$ cat src/logic/i2cs_pkg.sv
// Constants, register map and types for the I2C slave port
package i2cs_pkg;

    // Register bus geometry
    localparam int AW = 6;
    localparam int DW = 16;
    localparam int ID_COUNT = 4;

    // Register byte offsets
    localparam logic [AW-1:0] OFS_CTRL = 6'h00;
    localparam logic [AW-1:0] OFS_STAT = 6'h04;
    localparam logic [AW-1:0] OFS_MASK = 6'h08;
    localparam logic [AW-1:0] OFS_ID [ID_COUNT] = '{6'h0C, 6'h10, 6'h14, 6'h18};
    localparam logic [AW-1:0] OFS_ALT  = 6'h1C;
    localparam logic [AW-1:0] OFS_TXD  = 6'h20;
    localparam logic [AW-1:0] OFS_RXD  = 6'h24;

    // Control bit positions
    localparam int CB_SLV_EN  = 0;
    localparam int CB_TEN_BIT = 1;
    localparam int CB_GC_EN   = 2;
    localparam int CB_HGC_EN  = 3;
    localparam int CB_GC_CLR  = 4;
    localparam int CB_EARLY   = 5;
    localparam int CB_REFUSE_NEXT_TRANSFER    = 7;
    localparam int CB_IE_STOP = 8;
    localparam int CB_IE_RX   = 9;
    localparam int CB_IE_TX   = 10;

    // Reset and write masks
    localparam logic [DW-1:0] CTRL_RST   = 16'h0000;
    localparam logic [DW-1:0] CTRL_WMASK = 16'h07EF;
    localparam logic [DW-1:0] MASK_RST   = 16'hFFFF;
    localparam logic [7:0]    BYTE_RST   = 8'h00;

    // Bus codes
    localparam logic [7:0] GC_ADDR       = 8'h00;
    localparam logic [7:0] GC_RESET_BYTE = 8'h06;
    localparam logic [7:0] GC_PROG_BYTE  = 8'h04;
    localparam logic [4:0] TEN_PREFIX    = 5'h1E;
    localparam int         TEN_PAIR      = 2;

    // General call kinds
    localparam logic [1:0] GCK_NONE  = 2'h0;
    localparam logic [1:0] GCK_RESET = 2'h1;
    localparam logic [1:0] GCK_PROG  = 2'h2;
    localparam logic [1:0] GCK_HW    = 2'h3;

    // Bit counting
    localparam logic [3:0] CNT_ZERO  = 4'h0;
    localparam logic [3:0] CNT_ONE   = 4'h1;
    localparam logic [3:0] CNT_LAST  = 4'h7;
    localparam logic [3:0] CNT_BYTE  = 4'h8;

    // Status register layout
    typedef struct packed {
        logic [2:0] rsvd_hi;
        logic [1:0] id_match;
        logic       stop_seen;
        logic [1:0] general_call_kind;
        logic       general_call_flag;
        logic       busy;
        logic       noack;
        logic       rsvd_mid;
        logic       slave_rx_request_flag;
        logic       slave_tx_request_flag;
        logic [1:0] rsvd_lo;
    } i2cs_stat_t;

    typedef enum logic [3:0] {
        ST_IDLE, ST_ADDR, ST_ADDR_ACK, ST_ADDR2, ST_ADDR2_ACK,
        ST_RX, ST_RX_ACK, ST_TX, ST_TX_ACK
    } i2cs_state_t;

endpackage : i2cs_pkg

$ cat src/logic/i2cs_slave.sv
// I2C slave port with control register, address match and interrupt
`timescale 1ns/1ps
`default_nettype none

// Summary of operation
// - Control bit 10 gates the transmit request onto the interrupt.
// - Control bit 9 gates the receive request onto the interrupt.
// - Control bit 8 gates stop detection onto the interrupt.
// - While bit 7 is set, the next addressed transfer gets a not-acknowledge.
// - Early mode raises transmit request after SCL rise of the direction bit.
// - Writing one to bit 4 clears general call flag and kind; not stored.
// - General call flag and kind hold until that clear or full reset.
// - Bits 3 and 2 set: byte after address 00h compared with backup id.
// - Bit 2 set acknowledges general call 00h write; clear refuses it.
// - Bit 1 clear: four independent 7-bit addresses from four id registers.
// - Ten-bit mode matches one address from id 0 and id 1 (11110 prefix).
// - Ten-bit mode still matches 7-bit addresses in id 2 and id 3.
// - Bit 0 clear holds protocol state and busy in reset; other status flags keep; bus ignored.
// - Normal mode raises transmit request on SCL fall of direction bit.
// - Stop after start and matching address sets stop flag; status read clears.
// - General call kind cleared only by bit 4 or full reset, not by general call reset.
module i2cs_slave
    import i2cs_pkg::*;
(
    // Clock, reset, enable
    input  wire logic          REF_CLK,
    input  wire logic          RESETN,
    input  wire logic          CE,
    // Register port
    input  wire logic [AW-1:0] ADDR,
    input  wire logic [DW-1:0] WDATA,
    input  wire logic          WR,
    input  wire logic          RD,
    output logic      [DW-1:0] RDATA,
    // I2C pins
    input  wire logic          SCL_PIN,
    input  wire logic          SDA_PIN,
    output logic               SDA_LEVEL,
    output logic               SDA_OE,
    // Interrupt
    output logic               IRQ
);

    // Pin synchronisers
    logic              scl_m_r, scl_s_r, scl_d_r;
    logic              sda_m_r, sda_s_r, sda_d_r;
    logic              scl_rise, scl_fall, start_ev, stop_ev;

    // Registers and protocol state
    logic [DW-1:0]     ctrl_r, ctrl_nxt;
    logic [DW-1:0]     mask_r, mask_nxt;
    i2cs_stat_t        stat_r, stat_nxt;
    logic [7:0]        id_r [ID_COUNT];
    logic [7:0]        id_nxt [ID_COUNT];
    logic [7:0]        alt_r, alt_nxt;
    logic [7:0]        txd_r, txd_nxt;
    logic [7:0]        rxd_r, rxd_nxt;
    logic [DW-1:0]     rdata_r, rdata_nxt;
    i2cs_state_t       state_r, state_nxt;
    i2cs_state_t       after_r, after_nxt;
    logic [3:0]        cnt_r, cnt_nxt;
    logic [7:0]        shift_r, shift_nxt;
    logic              drive_r, drive_nxt;
    logic              ten_hit_r, ten_hit_nxt;
    logic              gc_mode_r, gc_mode_nxt;

    // Address matching
    logic [7:0]        mbyte;
    logic [ID_COUNT-1:0] id_hit;
    logic              any_hit, ten_first, is_gc, rw_read;
    logic [1:0]        hit_idx;
    i2cs_stat_t        irq_en;

    always_ff @(posedge REF_CLK or negedge RESETN) begin
        if (!RESETN) begin
            scl_m_r <= 1'b1;
            scl_s_r <= 1'b1;
            scl_d_r <= 1'b1;
            sda_m_r <= 1'b1;
            sda_s_r <= 1'b1;
            sda_d_r <= 1'b1;
        end else if (CE) begin
            scl_m_r <= SCL_PIN;
            scl_s_r <= scl_m_r;
            scl_d_r <= scl_s_r;
            sda_m_r <= SDA_PIN;
            sda_s_r <= sda_m_r;
            sda_d_r <= sda_s_r;
        end
    end

    assign scl_rise = scl_s_r & ~scl_d_r;
    assign scl_fall = ~scl_s_r & scl_d_r;
    assign start_ev = scl_s_r & scl_d_r & sda_d_r & ~sda_s_r;
    assign stop_ev  = scl_s_r & scl_d_r & ~sda_d_r & sda_s_r;

    // Byte under test: incoming bit joined in on a rising edge
    assign mbyte   = scl_rise ? {shift_r[6:0], sda_s_r} : shift_r;
    assign rw_read = mbyte[0];

    genvar g;
    generate
        for (g = 0; g < ID_COUNT; g++) begin : g_match
            assign id_hit[g] = (mbyte[7:1] == id_r[g][7:1]) && !(ctrl_r[CB_TEN_BIT] && (g < TEN_PAIR));
        end
    endgenerate

    assign ten_first = ctrl_r[CB_TEN_BIT] && (mbyte[7:3] == TEN_PREFIX) && (mbyte[7:1] == id_r[0][7:1]);
    assign is_gc     = (mbyte == GC_ADDR);
    assign any_hit   = |id_hit;

    always_comb begin
        hit_idx = 2'h0;
        for (int i = ID_COUNT - 1; i >= 0; i--) begin
            if (id_hit[i]) begin
                hit_idx = 2'(i);
            end
        end
    end

    always_comb begin
        irq_en                       = '0;
        irq_en.stop_seen             = ctrl_r[CB_IE_STOP];
        irq_en.slave_rx_request_flag = ctrl_r[CB_IE_RX];
        irq_en.slave_tx_request_flag = ctrl_r[CB_IE_TX];
        irq_en.general_call_flag     = 1'b1;
    end
    assign IRQ = |(stat_r & mask_r & irq_en);

    always_comb begin
        ctrl_nxt    = ctrl_r;
        mask_nxt    = mask_r;
        stat_nxt    = stat_r;
        id_nxt      = id_r;
        alt_nxt     = alt_r;
        txd_nxt     = txd_r;
        rxd_nxt     = rxd_r;
        rdata_nxt   = '0;
        state_nxt   = state_r;
        after_nxt   = after_r;
        cnt_nxt     = cnt_r;
        shift_nxt   = shift_r;
        drive_nxt   = drive_r;
        ten_hit_nxt = ten_hit_r;
        gc_mode_nxt = gc_mode_r;

        // Register writes
        if (WR) begin
            if (ADDR == OFS_CTRL) begin
                ctrl_nxt = WDATA & CTRL_WMASK;
                if (WDATA[CB_GC_CLR]) begin
                    stat_nxt.general_call_flag = 1'b0;
                    stat_nxt.general_call_kind = GCK_NONE;
                end
            end
            if (ADDR == OFS_MASK) begin
                mask_nxt = WDATA;
            end
            if (ADDR == OFS_ALT) begin
                alt_nxt = WDATA[7:0];
            end
            if (ADDR == OFS_TXD) begin
                txd_nxt = WDATA[7:0];
            end
            for (int i = 0; i < ID_COUNT; i++) begin
                if (ADDR == OFS_ID[i]) begin
                    id_nxt[i] = WDATA[7:0];
                end
            end
        end

        // Register reads; status read clears stop, noack and tx request flags
        if (RD) begin
            case (ADDR)
                OFS_CTRL: rdata_nxt = ctrl_r;
                OFS_STAT: begin
                    rdata_nxt = stat_r;
                    stat_nxt.stop_seen = 1'b0;
                    stat_nxt.noack = 1'b0;
                    stat_nxt.slave_tx_request_flag = 1'b0;
                end
                OFS_MASK: rdata_nxt = mask_r;
                OFS_ALT:  rdata_nxt = {8'h00, alt_r};
                OFS_TXD:  rdata_nxt = {8'h00, txd_r};
                OFS_RXD: begin
                    rdata_nxt = {8'h00, rxd_r};
                    stat_nxt.slave_rx_request_flag = 1'b0;
                end
                default: begin
                    for (int i = 0; i < ID_COUNT; i++) begin
                        if (ADDR == OFS_ID[i]) begin
                            rdata_nxt = {8'h00, id_r[i]};
                        end
                    end
                end
            endcase
        end

        // slave held in reset while disabled
        if (!ctrl_r[CB_SLV_EN]) begin
            state_nxt   = ST_IDLE;
            after_nxt   = ST_IDLE;
            cnt_nxt     = CNT_ZERO;
            shift_nxt   = BYTE_RST;
            drive_nxt   = 1'b0;
            ten_hit_nxt = 1'b0;
            gc_mode_nxt = 1'b0;
            stat_nxt.busy = 1'b0;
        end else if (stop_ev) begin
            if (stat_r.busy) begin
                stat_nxt.stop_seen = 1'b1;
            end
            stat_nxt.busy = 1'b0;
            state_nxt     = ST_IDLE;
            drive_nxt     = 1'b0;
            ten_hit_nxt   = 1'b0;
        end else if (start_ev) begin
            state_nxt     = ST_ADDR;
            cnt_nxt       = CNT_ZERO;
            drive_nxt     = 1'b0;
            gc_mode_nxt   = 1'b0;
            stat_nxt.busy = 1'b1;
        end else if (scl_rise) begin
            case (state_r)
                ST_ADDR, ST_ADDR2, ST_RX: begin
                    shift_nxt = mbyte;
                    cnt_nxt   = cnt_r + CNT_ONE;
                    if (state_r == ST_ADDR && cnt_r == CNT_LAST && ctrl_r[CB_EARLY] && rw_read
                        && (any_hit || (ten_first && ten_hit_r))) begin
                        stat_nxt.slave_tx_request_flag = 1'b1;
                    end
                end
                ST_TX_ACK: shift_nxt[0] = sda_s_r;
                default: ;
            endcase
        end else if (scl_fall) begin
            case (state_r)
                ST_ADDR: begin
                    if (cnt_r == CNT_BYTE) begin
                        state_nxt = ST_IDLE;
                        if (is_gc) begin
                            if (ctrl_r[CB_GC_EN]) begin
                                state_nxt   = ST_ADDR_ACK;
                                after_nxt   = ST_RX;
                                gc_mode_nxt = 1'b1;
                            end
                        end else if (ten_first) begin
                            if (!rw_read) begin
                                state_nxt = ST_ADDR_ACK;
                                after_nxt = ST_ADDR2;
                            end else if (ten_hit_r) begin
                                state_nxt = ST_ADDR_ACK;
                                after_nxt = ST_TX;
                            end
                        end else if (any_hit) begin
                            state_nxt = ST_ADDR_ACK;
                            after_nxt = rw_read ? ST_TX : ST_RX;
                            stat_nxt.id_match = hit_idx;
                        end
                        if (state_nxt == ST_IDLE) begin
                            stat_nxt.busy = 1'b0;
                        end else if (ctrl_r[CB_REFUSE_NEXT_TRANSFER]) begin
                            state_nxt      = ST_IDLE;
                            stat_nxt.noack = 1'b1;
                        end else begin
                            drive_nxt = 1'b1;
                            if (rw_read && !ctrl_r[CB_EARLY]) begin
                                stat_nxt.slave_tx_request_flag = 1'b1;
                            end
                        end
                    end
                end
                ST_ADDR2: begin
                    if (cnt_r == CNT_BYTE) begin
                        if (shift_r == id_r[1] && !ctrl_r[CB_REFUSE_NEXT_TRANSFER]) begin
                            state_nxt   = ST_ADDR2_ACK;
                            drive_nxt   = 1'b1;
                            ten_hit_nxt = 1'b1;
                            stat_nxt.id_match = 2'h0;
                        end else begin
                            state_nxt      = ST_IDLE;
                            stat_nxt.busy  = 1'b0;
                            if (ctrl_r[CB_REFUSE_NEXT_TRANSFER] && shift_r == id_r[1]) begin
                                stat_nxt.noack = 1'b1;
                            end
                        end
                    end
                end
                ST_ADDR_ACK, ST_ADDR2_ACK, ST_RX_ACK: begin
                    cnt_nxt   = CNT_ZERO;
                    drive_nxt = 1'b0;
                    state_nxt = (state_r == ST_ADDR_ACK) ? after_r : ST_RX;
                    if (state_r == ST_ADDR_ACK && after_r == ST_TX) begin
                        shift_nxt = txd_r;
                        drive_nxt = ~txd_r[7];
                    end
                end
                ST_RX: begin
                    if (cnt_r == CNT_BYTE) begin
                        rxd_nxt = shift_r;
                        stat_nxt.slave_rx_request_flag = 1'b1;
                        if (gc_mode_r) begin
                            gc_mode_nxt = 1'b0;
                            stat_nxt.general_call_flag = 1'b1;
                            if (ctrl_r[CB_HGC_EN] && shift_r == alt_r) begin
                                stat_nxt.general_call_kind = GCK_HW;
                            end else if (shift_r == GC_RESET_BYTE) begin
                                stat_nxt.general_call_kind = GCK_RESET;
                            end else if (shift_r == GC_PROG_BYTE) begin
                                stat_nxt.general_call_kind = GCK_PROG;
                            end
                        end
                        state_nxt = ST_RX_ACK;
                        drive_nxt = 1'b1;
                    end
                end
                ST_TX: begin
                    cnt_nxt = cnt_r + CNT_ONE;
                    if (cnt_r == CNT_LAST) begin
                        state_nxt = ST_TX_ACK;
                        drive_nxt = 1'b0;
                    end else begin
                        shift_nxt = {shift_r[6:0], 1'b0};
                        drive_nxt = ~shift_r[6];
                    end
                end
                ST_TX_ACK: begin
                    cnt_nxt = CNT_ZERO;
                    if (!shift_r[0]) begin
                        state_nxt = ST_TX;
                        shift_nxt = txd_r;
                        drive_nxt = ~txd_r[7];
                        stat_nxt.slave_tx_request_flag = 1'b1;
                    end else begin
                        state_nxt = ST_IDLE;
                    end
                end
                default: state_nxt = ST_IDLE;
            endcase
        end
    end

    always_ff @(posedge REF_CLK or negedge RESETN) begin
        if (!RESETN) begin
            ctrl_r    <= CTRL_RST;
            mask_r    <= MASK_RST;
            stat_r    <= '0;
            id_r      <= '{default: BYTE_RST};
            alt_r     <= BYTE_RST;
            txd_r     <= BYTE_RST;
            rxd_r     <= BYTE_RST;
            rdata_r   <= '0;
            state_r   <= ST_IDLE;
            after_r   <= ST_IDLE;
            cnt_r     <= CNT_ZERO;
            shift_r   <= BYTE_RST;
            drive_r   <= 1'b0;
            ten_hit_r <= 1'b0;
            gc_mode_r <= 1'b0;
        end else if (CE) begin
            ctrl_r    <= ctrl_nxt;
            mask_r    <= mask_nxt;
            stat_r    <= stat_nxt;
            id_r      <= id_nxt;
            alt_r     <= alt_nxt;
            txd_r     <= txd_nxt;
            rxd_r     <= rxd_nxt;
            rdata_r   <= rdata_nxt;
            state_r   <= state_nxt;
            after_r   <= after_nxt;
            cnt_r     <= cnt_nxt;
            shift_r   <= shift_nxt;
            drive_r   <= drive_nxt;
            ten_hit_r <= ten_hit_nxt;
            gc_mode_r <= gc_mode_nxt;
        end
    end

    assign RDATA  = rdata_r;
    assign SDA_LEVEL = 1'b0;
    assign SDA_OE = drive_r;
endmodule : i2cs_slave

`default_nettype wire

$ cat config.mk
export PLATFORM = sky130hd
export DESIGN_NAME = i2cs_slave
export DESIGN_NICKNAME = d
export VERILOG_FILES = /design/src/logic/i2cs_pkg.sv /design/src/logic/i2cs_slave.sv
export SDC_FILE = /design/constraint.sdc
export NUM_CORES = 1
export LEC_CHECK = 0
export ABC_AREA = 1
export BUFFER_PORTS_ARGS = -buffer_cell sky130_fd_sc_hd__buf_4
export CELL_PAD_IN_SITES_DETAIL_PLACEMENT = 1
export CELL_PAD_IN_SITES_GLOBAL_PLACEMENT = 2
export CORE_MARGIN = 10
export CORE_UTILIZATION = 25
export DETAILED_ROUTE_END_ITERATION = 16
export PLACE_DENSITY_LB_ADDON = 0.1
export SYNTH_ARGS = -nofsm -noshare
export SYNTH_HDL_FRONTEND = slang
export SYNTH_SLANG_ARGS = --single-unit
$ cat constraint.sdc
create_clock -name REF_CLK -period 4.2 [get_ports REF_CLK]
set_clock_uncertainty 0.2 [all_clocks]
set_input_delay 1.26 -clock REF_CLK [delete_from_list [all_inputs] [get_ports REF_CLK]]
set_output_delay 1.26 -clock REF_CLK [all_outputs]
set_load 0.1 [all_outputs]
Word level (Yosys, flattened, before mapping)
Cells that the tools add are included.

Bits of input ports: 29. Logic and storage cells: 340. Register bits: 137.

Bitwise operators: 18. Eq/ne operators: 81. $add $sub $neg: 1. Reduce and logical (&&, ||, !) cells: 46. Muxes and demuxes: 162.

Operators by type and width (number): $mux 4 (41); $pmux 16 s6 (1); $mux 8 (10); $mux 16 (4); $mux 1 (58); $mux 2 (26); $ne 5x5->1 const B (8); $ne 4x4->1 const B (9); $mux 3 (10); $eq 7x7->1 (4); $eq 4x3->1 const B (6); $eq 6x5->1 const B (4); $pmux 4 s6 (1); $pmux 8 s3 (1); $reduce_and 3->1 (8); $reduce_and 8->1 (3); $ne 3x3->1 const B (7); $ne 5x4->1 const B (4); $ne 2x2->1 const B (9); $reduce_and 9->1 (2); $and 13x16->16 (1); $and 16x11->16 (1); $eq 8x3->1 const B (2); $eq 8x8->1 (2); other kinds (39) (86).

Logic depth before layout (Yosys ltp)
Depth in word-level cells: 25. Gate-level depth with buffers: 25. Mapped depth without buffers: 23.

Least setup slack after synthesis
No wires, ideal clock.

Path kind: input port to flip-flop. From: input port ADDR[1]. To: register rdata_r[7], in the netlist RDATA[7]. Arrival: 2631 ps. Path buffers: 1. Setup time: 123 ps. Path slack: 1246 ps. Stages on the path: 9. Cells stage by stage: nor2_1 inv_1 nor2_1 nand2_1 inv_1 a2111oi_1 buf_2 nand3_1 a32o_1.

Word-level cells in the longest chain between the ends: 7. Elaborated cells on any way between the ends: 16. Those cells by class: eq/ne: 9; mux: 6; reduce/logical: 1.

Ends and longest elaborated chain: start, declared (line i2cs_slave.sv:30) `input wire logic [AW-1:0] ADDR,`; $eq 6x4->1 (line i2cs_slave.sv:191) `if (ADDR == OFS_ID[i]) begin`; $mux 8 (line i2cs_slave.sv:191); $mux 16 (3 in a row) (line i2cs_slave.sv:191); $pmux 16 s6 * (line i2cs_slave.sv:174) `case (ADDR)`; $mux 16 * (line i2cs_slave.sv:173) `if (RD) begin`; end signal, assigned (line i2cs_slave.sv:368) `rdata_r <= rdata_nxt;`; end, declared (line i2cs_slave.sv:58) `logic [DW-1:0] rdata_r, rdata_nxt;`.

Mark *: on every way between the ends. The rest lies on a longest branch, timed or not. A chain may end at the register's enable or synchronous reset.

Final worst setup path
From: register scl_d_r. To: register after_r[1].

Word-level cells in the longest chain between the ends: 15. Elaborated cells on any way between the ends: 40. Those cells by class: eq/ne: 12; mux: 13; bitwise: 8; reduce/logical: 7.

Ends and longest elaborated chain: start, declared (line i2cs_slave.sv:45) `logic scl_m_r, scl_s_r, scl_d_r;`; start signal, assigned (line i2cs_slave.sv:85) `scl_d_r <= scl_s_r;`; $not 1->1 (line i2cs_slave.sv:92) `assign scl_rise = scl_s_r & ~scl_d_r;`; $and 1x1->1 (line i2cs_slave.sv:92); $mux 8 (line i2cs_slave.sv:98) `assign mbyte = scl_rise ? {shift_r[6:0], sda_s_r} : shift_r;`; $eq 5x5->1 (line i2cs_slave.sv:108) `assign ten_first = ctrl_r[CB_TEN_BIT] && (mbyte[7:3] == TEN_PREFIX) && (mbyte[7:1] == id_r[0][7:1]);`; $logic_and 1x1->1 (2 in a row) (line i2cs_slave.sv:108); $mux 4 (line i2cs_slave.sv:247) `end else if (ten_first) begin`; $mux 4 (line i2cs_slave.sv:241) `if (is_gc) begin`; $mux 4 (line i2cs_slave.sv:239) `if (cnt_r == CNT_BYTE) begin`; $mux 4 (line i2cs_slave.sv:237) `case (state_r)`; $mux 4 (line i2cs_slave.sv:236) `end else if (scl_fall) begin`; $mux 4 (line i2cs_slave.sv:223) `end else if (scl_rise) begin`; $mux 4 (line i2cs_slave.sv:217) `end else if (start_ev) begin`; $mux 4 (line i2cs_slave.sv:209) `end else if (stop_ev) begin`; $mux 4 (line i2cs_slave.sv:200) `if (!ctrl_r[CB_SLV_EN]) begin`; end signal, assigned (line i2cs_slave.sv:370) `after_r <= after_nxt;`; end, declared (line i2cs_slave.sv:60) `i2cs_state_t after_r, after_nxt;`.

Several ways; a longest one is shown, not always the timed one. The select of a mux whose other input is x is not followed.

==> flow_metrics.py <==
metrics = {
    "floorplan": {
        "starting_density_pct": 25.4,
        "vert_die_dim_um": 197,
        "fp.dieW_um": 197,
        "design.portCount": 48,
        "fp-row-count": 64,
        "design.die.area_um2": 38600,
        "core_um2": 30700,
    },
    "setup_path": {
        "cp.arrival_ns": 3.45,
        "start_kind": "register",
        "crit_path_end_kind": "register",
        "largest_driver_fanout_on_the_critical_path": 10,
        "critical_path_class": "register to register",
        "critical_path_required_ns": 4.31,
    },
    "power_and_ir_drop": {
        "leakage_power_summed_over_all_cells_nw": 4.25,
        "power_frac_comb_pct": 16.8,
        "switching_power_w": 0.00119,
        "power.density_nw_per_um2": 393,
        "power.internal_w": 0.00245,
        "worst_ir_drop_on_vdd_mv": 0.303,
        "overall_power_w": 0.00364,
        "clkPwrFrac_pct": 41.5,
        "seqPwrFrac_pct": 41.7,
        "netSwitchingFraction_pct": 32.8,
    },
    "routing": {
        "antenna_violating_nets_post_route": 0,
        "wl_per_cell_um": 22.7,
        "via_to_cell_ratio": 5.03,
        "wl_um": 34100,
        "detailroute.via_count": 7570,
        "drt_iter0_drc": 450,
        "drcViolationCount": 0,
        "drt-pass1-iter-count": 5,
    },
    "sta": {
        "totalNegativeSetupSlack_ns": 0,
        "maxClockFrequency_ghz": 0.300,
        "max_slew.worst_pin.slew_ns": 0.763,
        "timing.final.max_slew_violations": 0,
        "slew_headroom_pct": 49.1,
        "timing.final.crit_period_ns": 3.33,
        "setup_repair_after_global_routing_missed_its_margin": "no",
        "timing.final.setup_violations": 0,
        "timing.final.crit_share_pct": 79.3,
        "timing.final.hold_violations": 0,
    },
    "clocking": {
        "ctsHtreeMaxLevel": 4,
        "ctsLongestPathBuffers": 2,
        "cts_tree": "done",
        "cts_inserted_buffers": 17,
        "cts_root_buf": "clkbuf_16",
        "cts_hold_buffers": 0,
        "cts.clk_slew.worst_paths_ns": 0.06,
        "post_cts_sizing_count": 0,
        "clock_sink_count": 136,
        "clk-insertion-delay-late_ns": 0.44,
        "cts_setup_buffers": 0,
    },
    "cells_and_area": {
        "layout.cells.most_common_list": "279 x nand2_1, 132 x o21ai_0, 130 x inv_1",
        "postLayoutCellArea_um2": 9260,
        "drive_above_1_share_pct": 15.0,
        "area_delta_synth_final_pct": 18.8,
        "mostFrequentLayoutCell": "nand2_1",
        "antennaDiodeCount": 0,
        "nets": 1130,
    },
    "yosys": {
        "synthesis.instances": 1035,
        "synthDistinctLibCells": 53,
        "synth_largest_type_area_fraction_pct": 36.6,
        "flip_flop_and_latch_count_after_synthesis": 136,
        "synth_enable_flop_cells": 0,
        "netlist_top_cells_area": "dfrtp_1 37%, nand2_1 13%, o21ai_0 8.5%",
        "synth_flop_cell": "dfrtp_1",
        "postSynthNetCount": 1070,
        "synthArstFlopShare_pct": 100,
        "yosys_warnings": 0,
        "mappedNetlistArea_um2": 7790,
        "ys_seq_area_share_pct": 44.0,
        "synth.avg_cell_area_um2": 7.53,
        "synth.largest_area_cell": "dfrtp_1",
    },
    "job": {
        "cap_violations": 0,
    },
    "global_route": {
        "globalRoute.totalOverflow": 0,
        "grt_max_degree": 72,
        "grt_use_total_pct": 17.9,
        "grt_pass1_wl_um": 52000,
        "grt_antenna_before_repair": 2,
        "grt_pass1_vias": 7898,
    },
    "placement": {
        "place.port_buffers": 46,
        "place.gp.congestion": 0.860,
        "hpwl_um": 26500,
        "instance_area_after_placement_um2": 8680,
    },
    "hold_path": {
        "min-delay-path-class": "register to register",
    },
    "run_status": {
        "outcome": "finished, final reports clean",
    },
}
## flip-flops by register name, summed over array words and instances (netlist names)
signal,flops
scl_s_r,1
scl_m_r,1
sda_s_r,1
txd_r,8
after_r,3
state_r,4
stat_r,10
scl_d_r,1
rxd_r,8
mask_r,16
shift_r,8
RDATA,16
SDA_OE,1
ctrl_r,10
ten_hit_r,1
alt_r,8
id_r,32
gc_mode_r,1
sda_d_r,1
cnt_r,4
sda_m_r,1
## power by group through the flow
stage | Sequential (W) | Combinational (W) | Clock [W]
floorplan | 0.00151 | 0.000358 | 0
global placement | 0.00154 | 0.000622 | 0
detailed placement | 0.00154 | 0.000622 | 0
CTS | 0.00152 | 0.000623 | 0.00155
global route | 0.00153 | 0.000691 | 0.00161
finish | 0.00152 | 0.000613 | 0.00151
## area by class of cell
type	count	area [um2]
repair buffers	68	514
clock buffers	20	457
fillers	3727	21400
multi-input cells	728	3700
clock inverters	12	116
inverters	144	543
flip-flops and latches	136	3430
well taps	396	495
## metal layers
layer	vias up	wire length, um	part of all wire (%)	GRT usage [%]
met5	-	0	0	0
met2	131	16100	47	28.8
met3	25	1070	3.1	2.78
met4	0	639	1.9	5.05
li1	3581	-	-	-
met1	3833	16300	48	24.3
## worst max-delay path, cell delays in order (launching register included)
cell and delay (ns):
dfstp_2 0.54, inv_1 0.07, ha_1 0.34, inv_4 0.14
buf_4 0.21, nand2_1 0.16, nand2_2 0.15, nand2_1 0.06
nand2_1 0.05, nand2_1 0.05, nor2_1 0.19, nand2_1 0.10
nor2_2 0.13, nand2_1 0.07, nand2_1 0.06, inv_1 0.05
nand2_2 0.08, nand2_2 0.08, inv_2 0.06, nand2_1 0.06
nand2_2 0.08, inv_1 0.07, o21ai_0 0.13, o21ai_1 0.08
## stage by stage
stage / utilization (%) / worst slack, ns / std cells / hold WS, ns
2_1_floorplan: - / 1.25 / 1035 / 0.244
3_3_place_gp: 28.3 / 0.551 / 1472 / 0.252
3_5_place_dp: 28.3 / 0.568 / 1472 / 0.257
4_1_cts: 30.2 / 0.830 / 1504 / 0.267
5_1_grt: 30.2 / 0.530 / 1504 / 0.297
6_report: 30.2 / 0.867 / 1504 / 0.262
## cells by family (layout without fill, tap and decap cells)
family,count (synthesis),count (layout),synth area share (%)
AOI/OAI and AO/OA,240,240,18.5
xor gates and xnor gates,10,10,1.12
adders and majority gates,6,6,0.963
buffers and inverters,171,244,8.64
DFF,136,136,44.0
muxes,6,6,0.867
other,1,1,0.0481
and+or+nand+nor,465,465,25.9
## synthesized netlist by cell type, types with 3 or more instances
| cell | count |
|---|---|
| a22o_1 | 3 |
| a31oi_1 | 3 |
| nor2_2 | 4 |
| xor2_1 | 10 |
| inv_2 | 11 |
| nand3b_1 | 4 |
| o21ai_0 | 132 |
| nand2_1 | 279 |
| buf_2 | 5 |
| o211ai_1 | 8 |
| o21ai_1 | 3 |
| clkbuf_1 | 16 |
| nand4_1 | 15 |
| a21oi_1 | 25 |
| o22ai_1 | 16 |
| a22oi_1 | 5 |
| nor2_1 | 61 |
| nand2_4 | 4 |
| dfrtp_1 | 114 |
| nand2_2 | 11 |
| a221oi_1 | 14 |
| a32o_1 | 9 |
| mux2_2 | 6 |
| nand3_1 | 62 |
| nor4_1 | 6 |
| o31ai_1 | 7 |
| nor3_1 | 12 |
| inv_1 | 130 |
| ha_1 | 6 |
| dfstp_2 | 22 |
## worst paths after layout
check                      cells after the start                      to           startpoint  slack (ns)
max in group asynchronous                      2  mask_r[12]$_DFFE_PN1P_               RESETN        2.32
min in group asynchronous                      1  shift_r[6]$_DFFE_PN0P_               RESETN        0.63
setup / recovery                              23  after_r[1]$_DFFE_PN0P_  scl_d_r$_DFFE_PN1P_        0.87
hold reg to reg                                2     sda_m_r$_DFFE_PN1P_  sda_m_r$_DFFE_PN1P_        0.26
hold / removal                                 2     sda_m_r$_DFFE_PN1P_  sda_m_r$_DFFE_PN1P_        0.26
setup reg to reg                              23  after_r[1]$_DFFE_PN0P_  scl_d_r$_DFFE_PN1P_        0.87
Note: power is estimated with default switching activity, not from simulation.
